$ cat src/crs_pkg.sv
`default_nettype none
package crs_pkg;
  // Operand sizes
  localparam logic [1:0] SIZE_BYTE = 2'h0;
  localparam logic [1:0] SIZE_WORD = 2'h1;
  localparam logic [1:0] SIZE_DWORD = 2'h2;
  // Address register selectors
  localparam logic [2:0] AREG_PC = 3'h0;
  localparam logic [2:0] AREG_SP_CUR = 3'h1;
  localparam logic [2:0] AREG_FP = 3'h2;
  localparam logic [2:0] AREG_SB = 3'h3;
  localparam logic [2:0] AREG_VT = 3'h4;
  localparam logic [2:0] AREG_MOD = 3'h5;
  localparam logic [2:0] AREG_SP0 = 3'h6;
  localparam logic [2:0] AREG_SP1 = 3'h7;
  localparam int ADDR_BITS = 24;
  localparam int MOD_BITS = 16;
  // Status word fields
  localparam int SW_C = 0;
  localparam int SW_T = 1;
  localparam int SW_L = 2;
  localparam int SW_J = 3;
  localparam int SW_K = 4;
  localparam int SW_F = 5;
  localparam int SW_Z = 6;
  localparam int SW_N = 7;
  localparam int SW_U = 8;
  localparam int SW_S = 9;
  localparam int SW_P = 10;
  localparam int SW_I = 11;
  localparam int SW_B = 12;
  localparam logic [15:0] SW_RESET = 16'h0000;
  localparam logic [15:0] SW_ACK_CLEAR = 16'h1F00;
  // Setup register fields
  localparam int SU_VEC = 0;
  localparam int SU_FPU = 1;
  localparam int SU_M = 2;
  localparam int SU_C = 3;
  localparam logic [7:0] SU_MASK = 8'h0F;
  localparam logic [7:0] SU_RESET = 8'h00;
  typedef enum logic [0:0] {
    CRS_BEAT_FIRST = 1'b0,
    CRS_BEAT_SECOND = 1'b1
  } crs_beat_type;
endpackage
`default_nettype wire

$ cat src/crs_register_set.sv
// Function
// - General registers are 32 bits; byte and word writes leave upper bits untouched.
// - Six address registers keep 24 bits, upper 8 read zero; module pointer 16 bits.
// - Current stack pointer is kernel pointer when pick bit 0, user when 1.
// - Push pre-decrements by operand size; pop post-increments by operand size.
// - Descriptor addresses from the module pointer stay within the lowest 64 kbytes.
// - Status low byte writable by anyone; high byte only in supervisor mode.
// - Borrow flag records carry or borrow of add and subtract; fed back as carry in.
// - With trace bit set a trace trap follows every instruction.
// - Compare sets unsigned-under flag if second below first unsigned; float clears it.
// - Compare sets equal flag when operands equal, else clears it.
// - Compare sets less-with-polarity flag on signed second below first.
// - General-condition flag updated by instructions; arithmetic sets it on overflow.
// - In user mode privileged instructions and protected accesses are refused.
// - Every interrupt or trap clears the stack pick bit.
// - Trace pending bit ensures at most one trace trap per instruction.
// - Maskable-accept bit gates maskable interrupts; non-maskable always taken.
// - Blit bit set during external blit drives select low; reset clears it.
// - Acknowledge clears blit, accept, pending, pick, privilege bits; return restores word.
// - Setup register is 8 bits, four implemented, loaded only by setup write op.
// - Vectored-mode bit selects non-vectored at 0, vectored at 1.
// - Float op traps illegal when math unit absent, else dispatched to math unit.
// - Memory is little-endian byte addressed; low word goes at lower address.
`default_nettype none
module crs_register_set (
  // Clock and reset
  input wire logic clock,
  input wire logic resetn,
  // General register access
  input wire logic [2:0] gen_rd_sel,
  input wire logic [1:0] gen_rd_size,
  output logic [31:0] gen_rd_data,
  input wire logic gen_wr_en,
  input wire logic [2:0] gen_wr_sel,
  input wire logic [1:0] gen_wr_size,
  input wire logic [31:0] gen_wr_data,
  // Address register access
  input wire logic [2:0] addr_rd_sel,
  output logic [31:0] addr_rd_data,
  input wire logic addr_wr_en,
  input wire logic [2:0] addr_wr_sel,
  input wire logic [31:0] addr_wr_data,
  output logic [31:0] descriptor_addr,
  // Stack operations
  input wire logic stack_push,
  input wire logic stack_pop,
  input wire logic [1:0] stack_size,
  output logic [31:0] stack_addr,
  // Condition flag updates
  input wire logic cmp_en,
  input wire logic cmp_float,
  input wire logic [31:0] cmp_first,
  input wire logic [31:0] cmp_second,
  input wire logic arith_en,
  input wire logic arith_carry,
  input wire logic arith_overflow,
  input wire logic flag_f_wr,
  input wire logic flag_f_val,
  output logic carry_flag,
  // Status word access
  input wire logic sw_wr_en,
  input wire logic [1:0] sw_wr_lanes,
  input wire logic [15:0] sw_wr_data,
  output logic [15:0] status_word,
  input wire logic priv_op_req,
  output logic privilege_fault,
  // Trace
  input wire logic instr_start,
  input wire logic instr_done,
  output logic trace_trap,
  // Interrupts and traps
  input wire logic irq_req,
  input wire logic nmi_req,
  output logic irq_accept,
  input wire logic irq_ack,
  input wire logic trap_entry,
  output logic [15:0] saved_status,
  input wire logic rti_en,
  input wire logic [15:0] rti_data,
  // Blit unit
  input wire logic blit_start,
  input wire logic blit_end,
  output logic blit_unit_select_n,
  // Setup register
  input wire logic setup_write_op,
  input wire logic [7:0] setup_wr_data,
  output logic vectored_mode,
  output logic [1:0] clock_scale_sel,
  // Floating point dispatch
  input wire logic float_op_req,
  output logic illegal_op_trap,
  output logic fpu_dispatch,
  // Memory beats on the 16-bit data path
  input wire logic mem_req,
  input wire logic [23:0] mem_addr,
  input wire logic [1:0] mem_size,
  input wire logic [31:0] mem_data,
  output logic mem_beat_valid,
  output logic [23:0] mem_beat_addr,
  output logic [15:0] mem_beat_data,
  output logic [1:0] mem_beat_lanes,
  output logic mem_busy
);
  function automatic logic [31:0] merge_size(input logic [31:0] old_val,
                                             input logic [31:0] new_val,
                                             input logic [1:0] size);
    logic [31:0] res;
    res = new_val;
    case (size)
      crs_pkg::SIZE_BYTE: res = {old_val[31:8], new_val[7:0]};
      crs_pkg::SIZE_WORD: res = {old_val[31:16], new_val[15:0]};
      default: res = new_val;
    endcase
    return res;
  endfunction
  function automatic logic [23:0] size_bytes(input logic [1:0] size);
    logic [23:0] res;
    res = 24'h000004;
    case (size)
      crs_pkg::SIZE_BYTE: res = 24'h000001;
      crs_pkg::SIZE_WORD: res = 24'h000002;
      default: res = 24'h000004;
    endcase
    return res;
  endfunction
  function automatic logic [31:0] low_part(input logic [31:0] val, input logic [1:0] size);
    logic [31:0] res;
    res = val;
    case (size)
      crs_pkg::SIZE_BYTE: res = {24'h000000, val[7:0]};
      crs_pkg::SIZE_WORD: res = {16'h0000, val[15:0]};
      default: res = val;
    endcase
    return res;
  endfunction
  logic [31:0] gen_regs_ff [0:7];
  logic [23:0] pc_ff;
  logic [23:0] sp0_ff;
  logic [23:0] sp1_ff;
  logic [23:0] fp_ff;
  logic [23:0] sb_ff;
  logic [23:0] vt_ff;
  logic [15:0] mod_ff;
  logic [15:0] sw_ff;
  logic [15:0] nxt_sw;
  logic [7:0] setup_ff;
  logic user_mode;
  logic sp_pick;
  logic [23:0] sp_cur;
  logic [23:0] nxt_sp_cur;
  logic sw_hi_refused;
  logic setup_refused;
  crs_pkg::crs_beat_type beat_ff;
  logic [23:0] beat_addr_ff;
  logic [15:0] beat_hi_ff;
  assign user_mode = sw_ff[crs_pkg::SW_U];
  assign sp_pick = sw_ff[crs_pkg::SW_S];
  assign sp_cur = sp_pick ? sp1_ff : sp0_ff;
  assign sw_hi_refused = sw_wr_en && sw_wr_lanes[1] && user_mode;
  assign setup_refused = setup_write_op && user_mode;
  // Stack pointer after this cycle's push or pop
  always_comb begin
    nxt_sp_cur = sp_cur;
    if (stack_push) begin
      nxt_sp_cur = sp_cur - size_bytes(stack_size);
    end else if (stack_pop) begin
      nxt_sp_cur = sp_cur + size_bytes(stack_size);
    end
  end
  // General registers
  always_ff @(posedge clock) begin
    if (!resetn) begin
      for (int i = 0; i < 8; i++) begin
        gen_regs_ff[i] <= 32'h00000000;
      end
    end else if (gen_wr_en) begin
      gen_regs_ff[gen_wr_sel] <= merge_size(gen_regs_ff[gen_wr_sel], gen_wr_data,
                                            gen_wr_size);
    end
  end

  always_ff @(posedge clock) begin
    if (!resetn) begin
      gen_rd_data <= 32'h00000000;
    end else begin
      gen_rd_data <= low_part(gen_regs_ff[gen_rd_sel], gen_rd_size);
    end
  end
  // Address registers; only 24 bits are stored, 16 for the module pointer
  always_ff @(posedge clock) begin
    if (!resetn) begin
      pc_ff <= 24'h000000;
      fp_ff <= 24'h000000;
      sb_ff <= 24'h000000;
      vt_ff <= 24'h000000;
      mod_ff <= 16'h0000;
    end else if (addr_wr_en) begin
      case (addr_wr_sel)
        crs_pkg::AREG_PC: pc_ff <= addr_wr_data[23:0];
        crs_pkg::AREG_FP: fp_ff <= addr_wr_data[23:0];
        crs_pkg::AREG_SB: sb_ff <= addr_wr_data[23:0];
        crs_pkg::AREG_VT: vt_ff <= addr_wr_data[23:0];
        crs_pkg::AREG_MOD: mod_ff <= addr_wr_data[15:0];
        default: mod_ff <= mod_ff;
      endcase
    end
  end
  // Stack pointers; an explicit write wins over a push or pop
  always_ff @(posedge clock) begin
    if (!resetn) begin
      sp0_ff <= 24'h000000;
      sp1_ff <= 24'h000000;
    end else begin
      if (addr_wr_en && (addr_wr_sel == crs_pkg::AREG_SP0 ||
          (addr_wr_sel == crs_pkg::AREG_SP_CUR && !sp_pick))) begin
        sp0_ff <= addr_wr_data[23:0];
      end else if (!sp_pick) begin
        sp0_ff <= nxt_sp_cur;
      end
      if (addr_wr_en && (addr_wr_sel == crs_pkg::AREG_SP1 ||
          (addr_wr_sel == crs_pkg::AREG_SP_CUR && sp_pick))) begin
        sp1_ff <= addr_wr_data[23:0];
      end else if (sp_pick) begin
        sp1_ff <= nxt_sp_cur;
      end
    end
  end
  // Access address: new pointer for a push, old pointer for a pop
  always_ff @(posedge clock) begin
    if (!resetn) begin
      stack_addr <= 32'h00000000;
    end else if (stack_push) begin
      stack_addr <= {8'h00, nxt_sp_cur};
    end else if (stack_pop) begin
      stack_addr <= {8'h00, sp_cur};
    end
  end

  always_ff @(posedge clock) begin
    if (!resetn) begin
      addr_rd_data <= 32'h00000000;
      descriptor_addr <= 32'h00000000;
    end else begin
      descriptor_addr <= {16'h0000, mod_ff};
      case (addr_rd_sel)
        crs_pkg::AREG_PC: addr_rd_data <= {8'h00, pc_ff};
        crs_pkg::AREG_SP_CUR: addr_rd_data <= {8'h00, sp_cur};
        crs_pkg::AREG_FP: addr_rd_data <= {8'h00, fp_ff};
        crs_pkg::AREG_SB: addr_rd_data <= {8'h00, sb_ff};
        crs_pkg::AREG_VT: addr_rd_data <= {8'h00, vt_ff};
        crs_pkg::AREG_MOD: addr_rd_data <= {16'h0000, mod_ff};
        crs_pkg::AREG_SP0: addr_rd_data <= {8'h00, sp0_ff};
        default: addr_rd_data <= {8'h00, sp1_ff};
      endcase
    end
  end
  // Status word next value, lowest priority first
  always_comb begin
    nxt_sw = sw_ff;
    if (cmp_en) begin
      nxt_sw[crs_pkg::SW_L] = cmp_float ? 1'b0 : (cmp_second < cmp_first);
      nxt_sw[crs_pkg::SW_Z] = (cmp_second == cmp_first);
      nxt_sw[crs_pkg::SW_N] = ($signed(cmp_second) < $signed(cmp_first));
    end
    if (arith_en) begin
      nxt_sw[crs_pkg::SW_C] = arith_carry;
      nxt_sw[crs_pkg::SW_F] = arith_overflow;
    end
    if (flag_f_wr) begin
      nxt_sw[crs_pkg::SW_F] = flag_f_val;
    end
    if (instr_start) begin
      nxt_sw[crs_pkg::SW_P] = sw_ff[crs_pkg::SW_T];
    end else if (instr_done && sw_ff[crs_pkg::SW_P]) begin
      nxt_sw[crs_pkg::SW_P] = 1'b0;
    end
    if (blit_start) begin
      nxt_sw[crs_pkg::SW_B] = 1'b1;
    end else if (blit_end) begin
      nxt_sw[crs_pkg::SW_B] = 1'b0;
    end
    if (sw_wr_en && sw_wr_lanes[0]) begin
      nxt_sw[7:0] = sw_wr_data[7:0];
    end
    if (sw_wr_en && sw_wr_lanes[1] && !user_mode) begin
      nxt_sw[15:8] = sw_wr_data[15:8];
    end
    if (rti_en) begin
      nxt_sw = rti_data;
    end
    if (trap_entry) begin
      nxt_sw[crs_pkg::SW_S] = 1'b0;
    end
    if (irq_ack) begin
      nxt_sw = sw_ff & ~crs_pkg::SW_ACK_CLEAR;
    end
  end

  always_ff @(posedge clock) begin
    if (!resetn) begin
      sw_ff <= crs_pkg::SW_RESET;
      status_word <= crs_pkg::SW_RESET;
      carry_flag <= 1'b0;
      blit_unit_select_n <= 1'b1;
    end else begin
      sw_ff <= nxt_sw;
      status_word <= nxt_sw;
      carry_flag <= nxt_sw[crs_pkg::SW_C];
      blit_unit_select_n <= ~nxt_sw[crs_pkg::SW_B];
    end
  end
  // Copy of the word as it stood when the interrupt was taken
  always_ff @(posedge clock) begin
    if (!resetn) begin
      saved_status <= 16'h0000;
    end else if (irq_ack || trap_entry) begin
      saved_status <= sw_ff;
    end
  end
  // Privilege, trace, interrupt acceptance pulses
  always_ff @(posedge clock) begin
    if (!resetn) begin
      privilege_fault <= 1'b0;
      trace_trap <= 1'b0;
      irq_accept <= 1'b0;
    end else begin
      privilege_fault <= (priv_op_req || sw_hi_refused || setup_refused) && user_mode;
      trace_trap <= instr_done && sw_ff[crs_pkg::SW_P];
      irq_accept <= nmi_req || (irq_req && sw_ff[crs_pkg::SW_I]);
    end
  end
  // Setup register
  always_ff @(posedge clock) begin
    if (!resetn) begin
      setup_ff <= crs_pkg::SU_RESET;
    end else if (setup_write_op && !user_mode) begin
      setup_ff <= setup_wr_data & crs_pkg::SU_MASK;
    end
  end

  always_ff @(posedge clock) begin
    if (!resetn) begin
      vectored_mode <= 1'b0;
      clock_scale_sel <= 2'h0;
      illegal_op_trap <= 1'b0;
      fpu_dispatch <= 1'b0;
    end else begin
      vectored_mode <= setup_ff[crs_pkg::SU_VEC];
      clock_scale_sel <= {setup_ff[crs_pkg::SU_C], setup_ff[crs_pkg::SU_M]};
      illegal_op_trap <= float_op_req && !setup_ff[crs_pkg::SU_FPU];
      fpu_dispatch <= float_op_req && setup_ff[crs_pkg::SU_FPU];
    end
  end
  // Little-endian split of a request into 16-bit beats, low half first
  always_ff @(posedge clock) begin
    if (!resetn) begin
      beat_ff <= crs_pkg::CRS_BEAT_FIRST;
      beat_addr_ff <= 24'h000000;
      beat_hi_ff <= 16'h0000;
      mem_beat_valid <= 1'b0;
      mem_beat_addr <= 24'h000000;
      mem_beat_data <= 16'h0000;
      mem_beat_lanes <= 2'h0;
      mem_busy <= 1'b0;
    end else begin
      case (beat_ff)
        crs_pkg::CRS_BEAT_FIRST: begin
          mem_beat_valid <= mem_req;
          if (mem_req) begin
            mem_beat_addr <= mem_addr;
            mem_beat_data <= mem_data[15:0];
            mem_beat_lanes <= (mem_size == crs_pkg::SIZE_BYTE) ? 2'h1 : 2'h3;
            if (mem_size == crs_pkg::SIZE_DWORD) begin
              beat_ff <= crs_pkg::CRS_BEAT_SECOND;
              beat_addr_ff <= mem_addr + 24'h000002;
              beat_hi_ff <= mem_data[31:16];
              mem_busy <= 1'b1;
            end
          end
        end
        crs_pkg::CRS_BEAT_SECOND: begin
          mem_beat_valid <= 1'b1;
          mem_beat_addr <= beat_addr_ff;
          mem_beat_data <= beat_hi_ff;
          mem_beat_lanes <= 2'h3;
          mem_busy <= 1'b0;
          beat_ff <= crs_pkg::CRS_BEAT_FIRST;
        end
        default: beat_ff <= crs_pkg::CRS_BEAT_FIRST;
      endcase
    end
  end
endmodule
`default_nettype wire

$ cat config.mk
export PLATFORM = sky130hd
export DESIGN_NAME = crs_register_set
export DESIGN_NICKNAME = d
export VERILOG_FILES = /design/src/crs_pkg.sv /design/src/crs_register_set.sv
export SDC_FILE = /design/constraint.sdc
export NUM_CORES = 1
export LEC_CHECK = 0
export BUFFER_PORTS_ARGS = -buffer_cell sky130_fd_sc_hd__buf_2
export CAP_MARGIN = 30
export CORE_ASPECT_RATIO = 1.1
export CORE_UTILIZATION = 40
export CTS_BUF_LIST = sky130_fd_sc_hd__clkbuf_2
export CTS_CLUSTER_DIAMETER = 60
export CTS_CLUSTER_SIZE = 28
export DETAILED_ROUTE_END_ITERATION = 16
export GPL_TIMING_DRIVEN = 1
export HOLD_SLACK_MARGIN = 0.1
export PLACE_DENSITY_LB_ADDON = 0.2
export SLEW_MARGIN = 20
export SYNTH_ARGS = -nofsm -noshare
export SYNTH_HDL_FRONTEND = slang
export SYNTH_SLANG_ARGS = --single-unit
$ cat constraint.sdc
create_clock -name clock -period 6.8 [get_ports clock]
set_clock_uncertainty 0.1 [all_clocks]
set_input_delay 1.02 -clock clock [delete_from_list [all_inputs] [get_ports clock]]
set_output_delay 1.02 -clock clock [all_outputs]
set_load 0.03 [all_outputs]
==> summary.txt <==
Status
  – Status: finished, final reports clean

Setup path
  – Setup crit end kind: flop
  – Reg-to-reg critical path endpoint: stack_addr[18]
  – Crit path required time: 7.81 ns
  – Critical path startpoint category: flop
  – Setup crit end: stack_addr[18]
  – Reg2Reg Setup Slack: 2.55 ns
  – Register-to-Register Path Depth: 10
  – Critical path arrival: 5.26 ns
  – Crit path launch: sw_ff[9]
  – CP max FO: 57
  – FF-to-FF Start: sw_ff[9]
  – Setup CP Type: flop to flop

Layout
  – Final core utilization: 47.8%
  – Final Non-Filler Cells: 4557
  – P&R area growth vs syn: 18.5%
  – Fillers: 7061
  – Multi-input logic area: 0.0134 mm^2
  – Share of cells above drive strength 1: 19.9%
  – Finished Cell Area: 0.0356 mm^2
  – Commonest non-fill, non-tap cell in the layout: buf_2
  – Commonest non-fill, non-tap cells in the layout: buf_2 (439), nand2_1 (395), dfxtp_1 (384), a21oi_1 (305), nor2_1 (289)
  – Register area: 0.0154 mm^2
  – Final Net Count: 3858

STA
  – Slew Limit Fails: 0
  – Min cycle time layout: 4.25 ns
  – Worst-Margin Slew: 1.01 ns
  – Max Clock Freq: 0.235 GHz
  – Hold slack: 0.298 ns
  – Slew HR: 31.9%
  – Fin crit share: 62.6%
  – RSZ-0062 raised after global routing: false
  – Setup_tns: 0 ns
  – # setup viols final: 0
  – Final-report hold violation count: 0
  – Final worst slack: 2.55 ns

Synthesis
  – Post-synth EDFFs: 256
  – Yosys top cell by area: dfxtp_1
  – Async SR Flop Fraction: 0%
  – Yosys top cell area share: 25.7%
  – Netlist cell types: 81
  – Yosys reg bits: 642
  – Top FF cell, synth: dfxtp_1
  – Synth Area per Inst: 9.95 um^2
  – Mapped Area: 0.0300 mm^2
  – Synth area leaders: dfxtp_1 (26%), edfxtp_1 (26%), mux4_2 (5.2%), a21oi_1 (5.1%), nand2_1 (4.9%)
  – Sequential fraction of the synthesis area: 51.3%
  – Yosys warnings: 0
  – Post-Synthesis Cells: 3018

Clock tree
  – CTS tree: built
  – Max clock buf depth: 3
  – Post-CTS Resized: 0
  – Worst-Skew Late Latency: 1.24 ns
  – Inserted Clock Buffers: 52
  – CTS root buffer: clkbuf_2
  – Clock sink count: 642
  – Register clock-pin slew on the reported worst setup and hold paths: 0.40 ns
  – H-tree lvl count: 2

Floorplan
  – Core Area: 0.0745 mm^2
  – Num rows: 105
  – Die height: 289 um
  – Starting Density: 40.3%
  – Die width: 263 um
  – DIE AREA: 0.0762 mm^2
  – IO Count: 487

Detailed routing
  – Drt via density: 5.34
  – Vias: 24.3k
  – Drt wl/cell: 20.2 um
  – DRC viols: 0
  – Number of DRC markers in iteration 0: 1887
  – Final wirelength: 92300 um
  – Drt pass-1 iters: 5
  – Post-route ant nets: 0

Place
  – Placed Area: 0.0329 mm^2
  – Dpl ws: 2.57 ns
  – Placed cells: 4261
  – GP Congestion: 0.877
  – Number of port buffers: 442
  – Hpwl dp: 61100 um

Run
  – Max-Cap Viols: 0

Pwr
  – Max IR drop VDD: 0.165 mV
  – Total power: 7.67 mW
  – Leak: 14.5 nW
  – Power per cell area: 216 mW/mm^2

Global routing
  – Initial antenna violation count: 12
  – Total GRT Usage: 23.5%
  – Grt ovf: 0
  – Vias in the first global route: 23.1k
  – Largest net degree at the start of global routing: 137
  – First-pass GRT wire length: 139000 um

Worst hold path
  – Hold path depth: 4
  – Hold Path Class: primary input to flop
-- per-layer routing --
layer	share of wire, %	vias to the layer above	GRT usage (%)	wire (um)
met5	0.029	-	0	27
met4	3.8	4	9.31	3460
met3	5.2	175	3.38	4820
met2	50	751	42.0	46300
met1	41	11700	28.7	37700
li1	-	11700	-	-
-- repair_timing --
item | in CTS | in global routing
hold buffers | 186 | 0
hold endpoints to repair | 561 | 0
setup buffers | 0 | 0
-- layout make-up --
| type | instances | share of cell area, % |
|---|---|---|
| multi-input combinational | 2106 | 37.7 |
| antenna | 8 | 0.0563 |
| inverter | 58 | 0.633 |
| clock inverter | 42 | 1.17 |
| tap | 963 | 3.39 |
| sequential | 642 | 43.3 |
| clock buffer | 55 | 0.774 |
| timing repair buffer | 683 | 12.9 |
-- critical path: stages, from the launching register on --
cell      delay (ns)
dfxtp_4         0.85
mux2i_1         0.38
ha_1            0.21
inv_1           0.06
fa_1            0.41
a21oi_1         0.23
o211ai_1        0.34
nor4_1          0.97
o21ai_0         0.26
xnor2_1         0.19
o22ai_1         0.16
-- power by group --
part	internal [mW]	switching, mW	total, mW	leakage (nW)
logic	0.557	0.898	1.46	8.44
registers	4.22	0.125	4.35	5.60
clock network	0.358	1.50	1.86	0.422
total	5.14	2.53	7.67	14.5
-- Yosys cell counts, drive strengths merged, types with 7 or more instances --
cell type  count
and3         140
o221ai        12
nand2        395
or2            9
inv           55
nand4         15
nor4          12
o211ai        16
a21oi        305
edfxtp       256
a311oi         9
mux4          70
nor2         292
nand3         30
a221oi        12
buf           79
or3           14
mux2          18
and2         157
a31oi         10
nand2b        24
xor2          30
clkbuf       163
nor3          34
and4           7
ha            40
xnor2         39
o22ai         33
mux2i        131
a211oi        48
dfxtp        386
o21ai         93
-- state kept, by name, indices dropped and copies added (netlist names), 2 cells and up --
| signal | flops |
|---|---|
| gen_regs_ff | 256 |
| gen_rd_data | 32 |
| addr_rd_data | 24 |
| beat_addr_ff | 24 |
| fp_ff | 24 |
| mem_beat_addr | 24 |
| pc_ff | 24 |
| sb_ff | 24 |
| sp0_ff | 24 |
| sp1_ff | 24 |
| stack_addr | 24 |
| vt_ff | 24 |
| beat_hi_ff | 16 |
| descriptor_addr | 16 |
| mem_beat_data | 16 |
| mod_ff | 16 |
| saved_status | 16 |
| sw_ff | 16 |
| setup_ff | 4 |
| clock_scale_sel | 2 |
| mem_beat_lanes | 2 |
-- worst min path at each step --
| stage | from | endpoint | slack, ns |
|---|---|---|---|
| floorplan | setup_ff[1] | illegal_op_trap | 0.30 |
| global placement | setup_ff[1] | illegal_op_trap | 0.32 |
| detailed placement | setup_ff[1] | illegal_op_trap | 0.34 |
| CTS | addr_rd_sel[0] | addr_rd_data[17] | 0.12 |
| global route | gen_wr_size[1] | gen_regs_ff[5][18] | 0.12 |
| finish | gen_wr_sel[1] | gen_regs_ff[5][9] | 0.30 |
-- kinds of logic (layout without fill, tap and decap cells) --
| kind of cell | count (synthesis) | after routing | synth area share (%) |
|---|---|---|---|
| and+or+nand+nor | 1157 | 1157 | 18.4 |
| DFF | 642 | 642 | 51.3 |
| AOI/OAI and AO/OA | 587 | 587 | 11.6 |
| buffers and inverters | 301 | 838 | 4.50 |
| muxes | 219 | 219 | 10.3 |
| xor gates and xnor gates | 69 | 69 | 2.01 |
| adders and majority gates | 42 | 42 | 1.80 |
| other | 1 | 40 | 0.0125 |
Power figures use the tool's default switching activity.
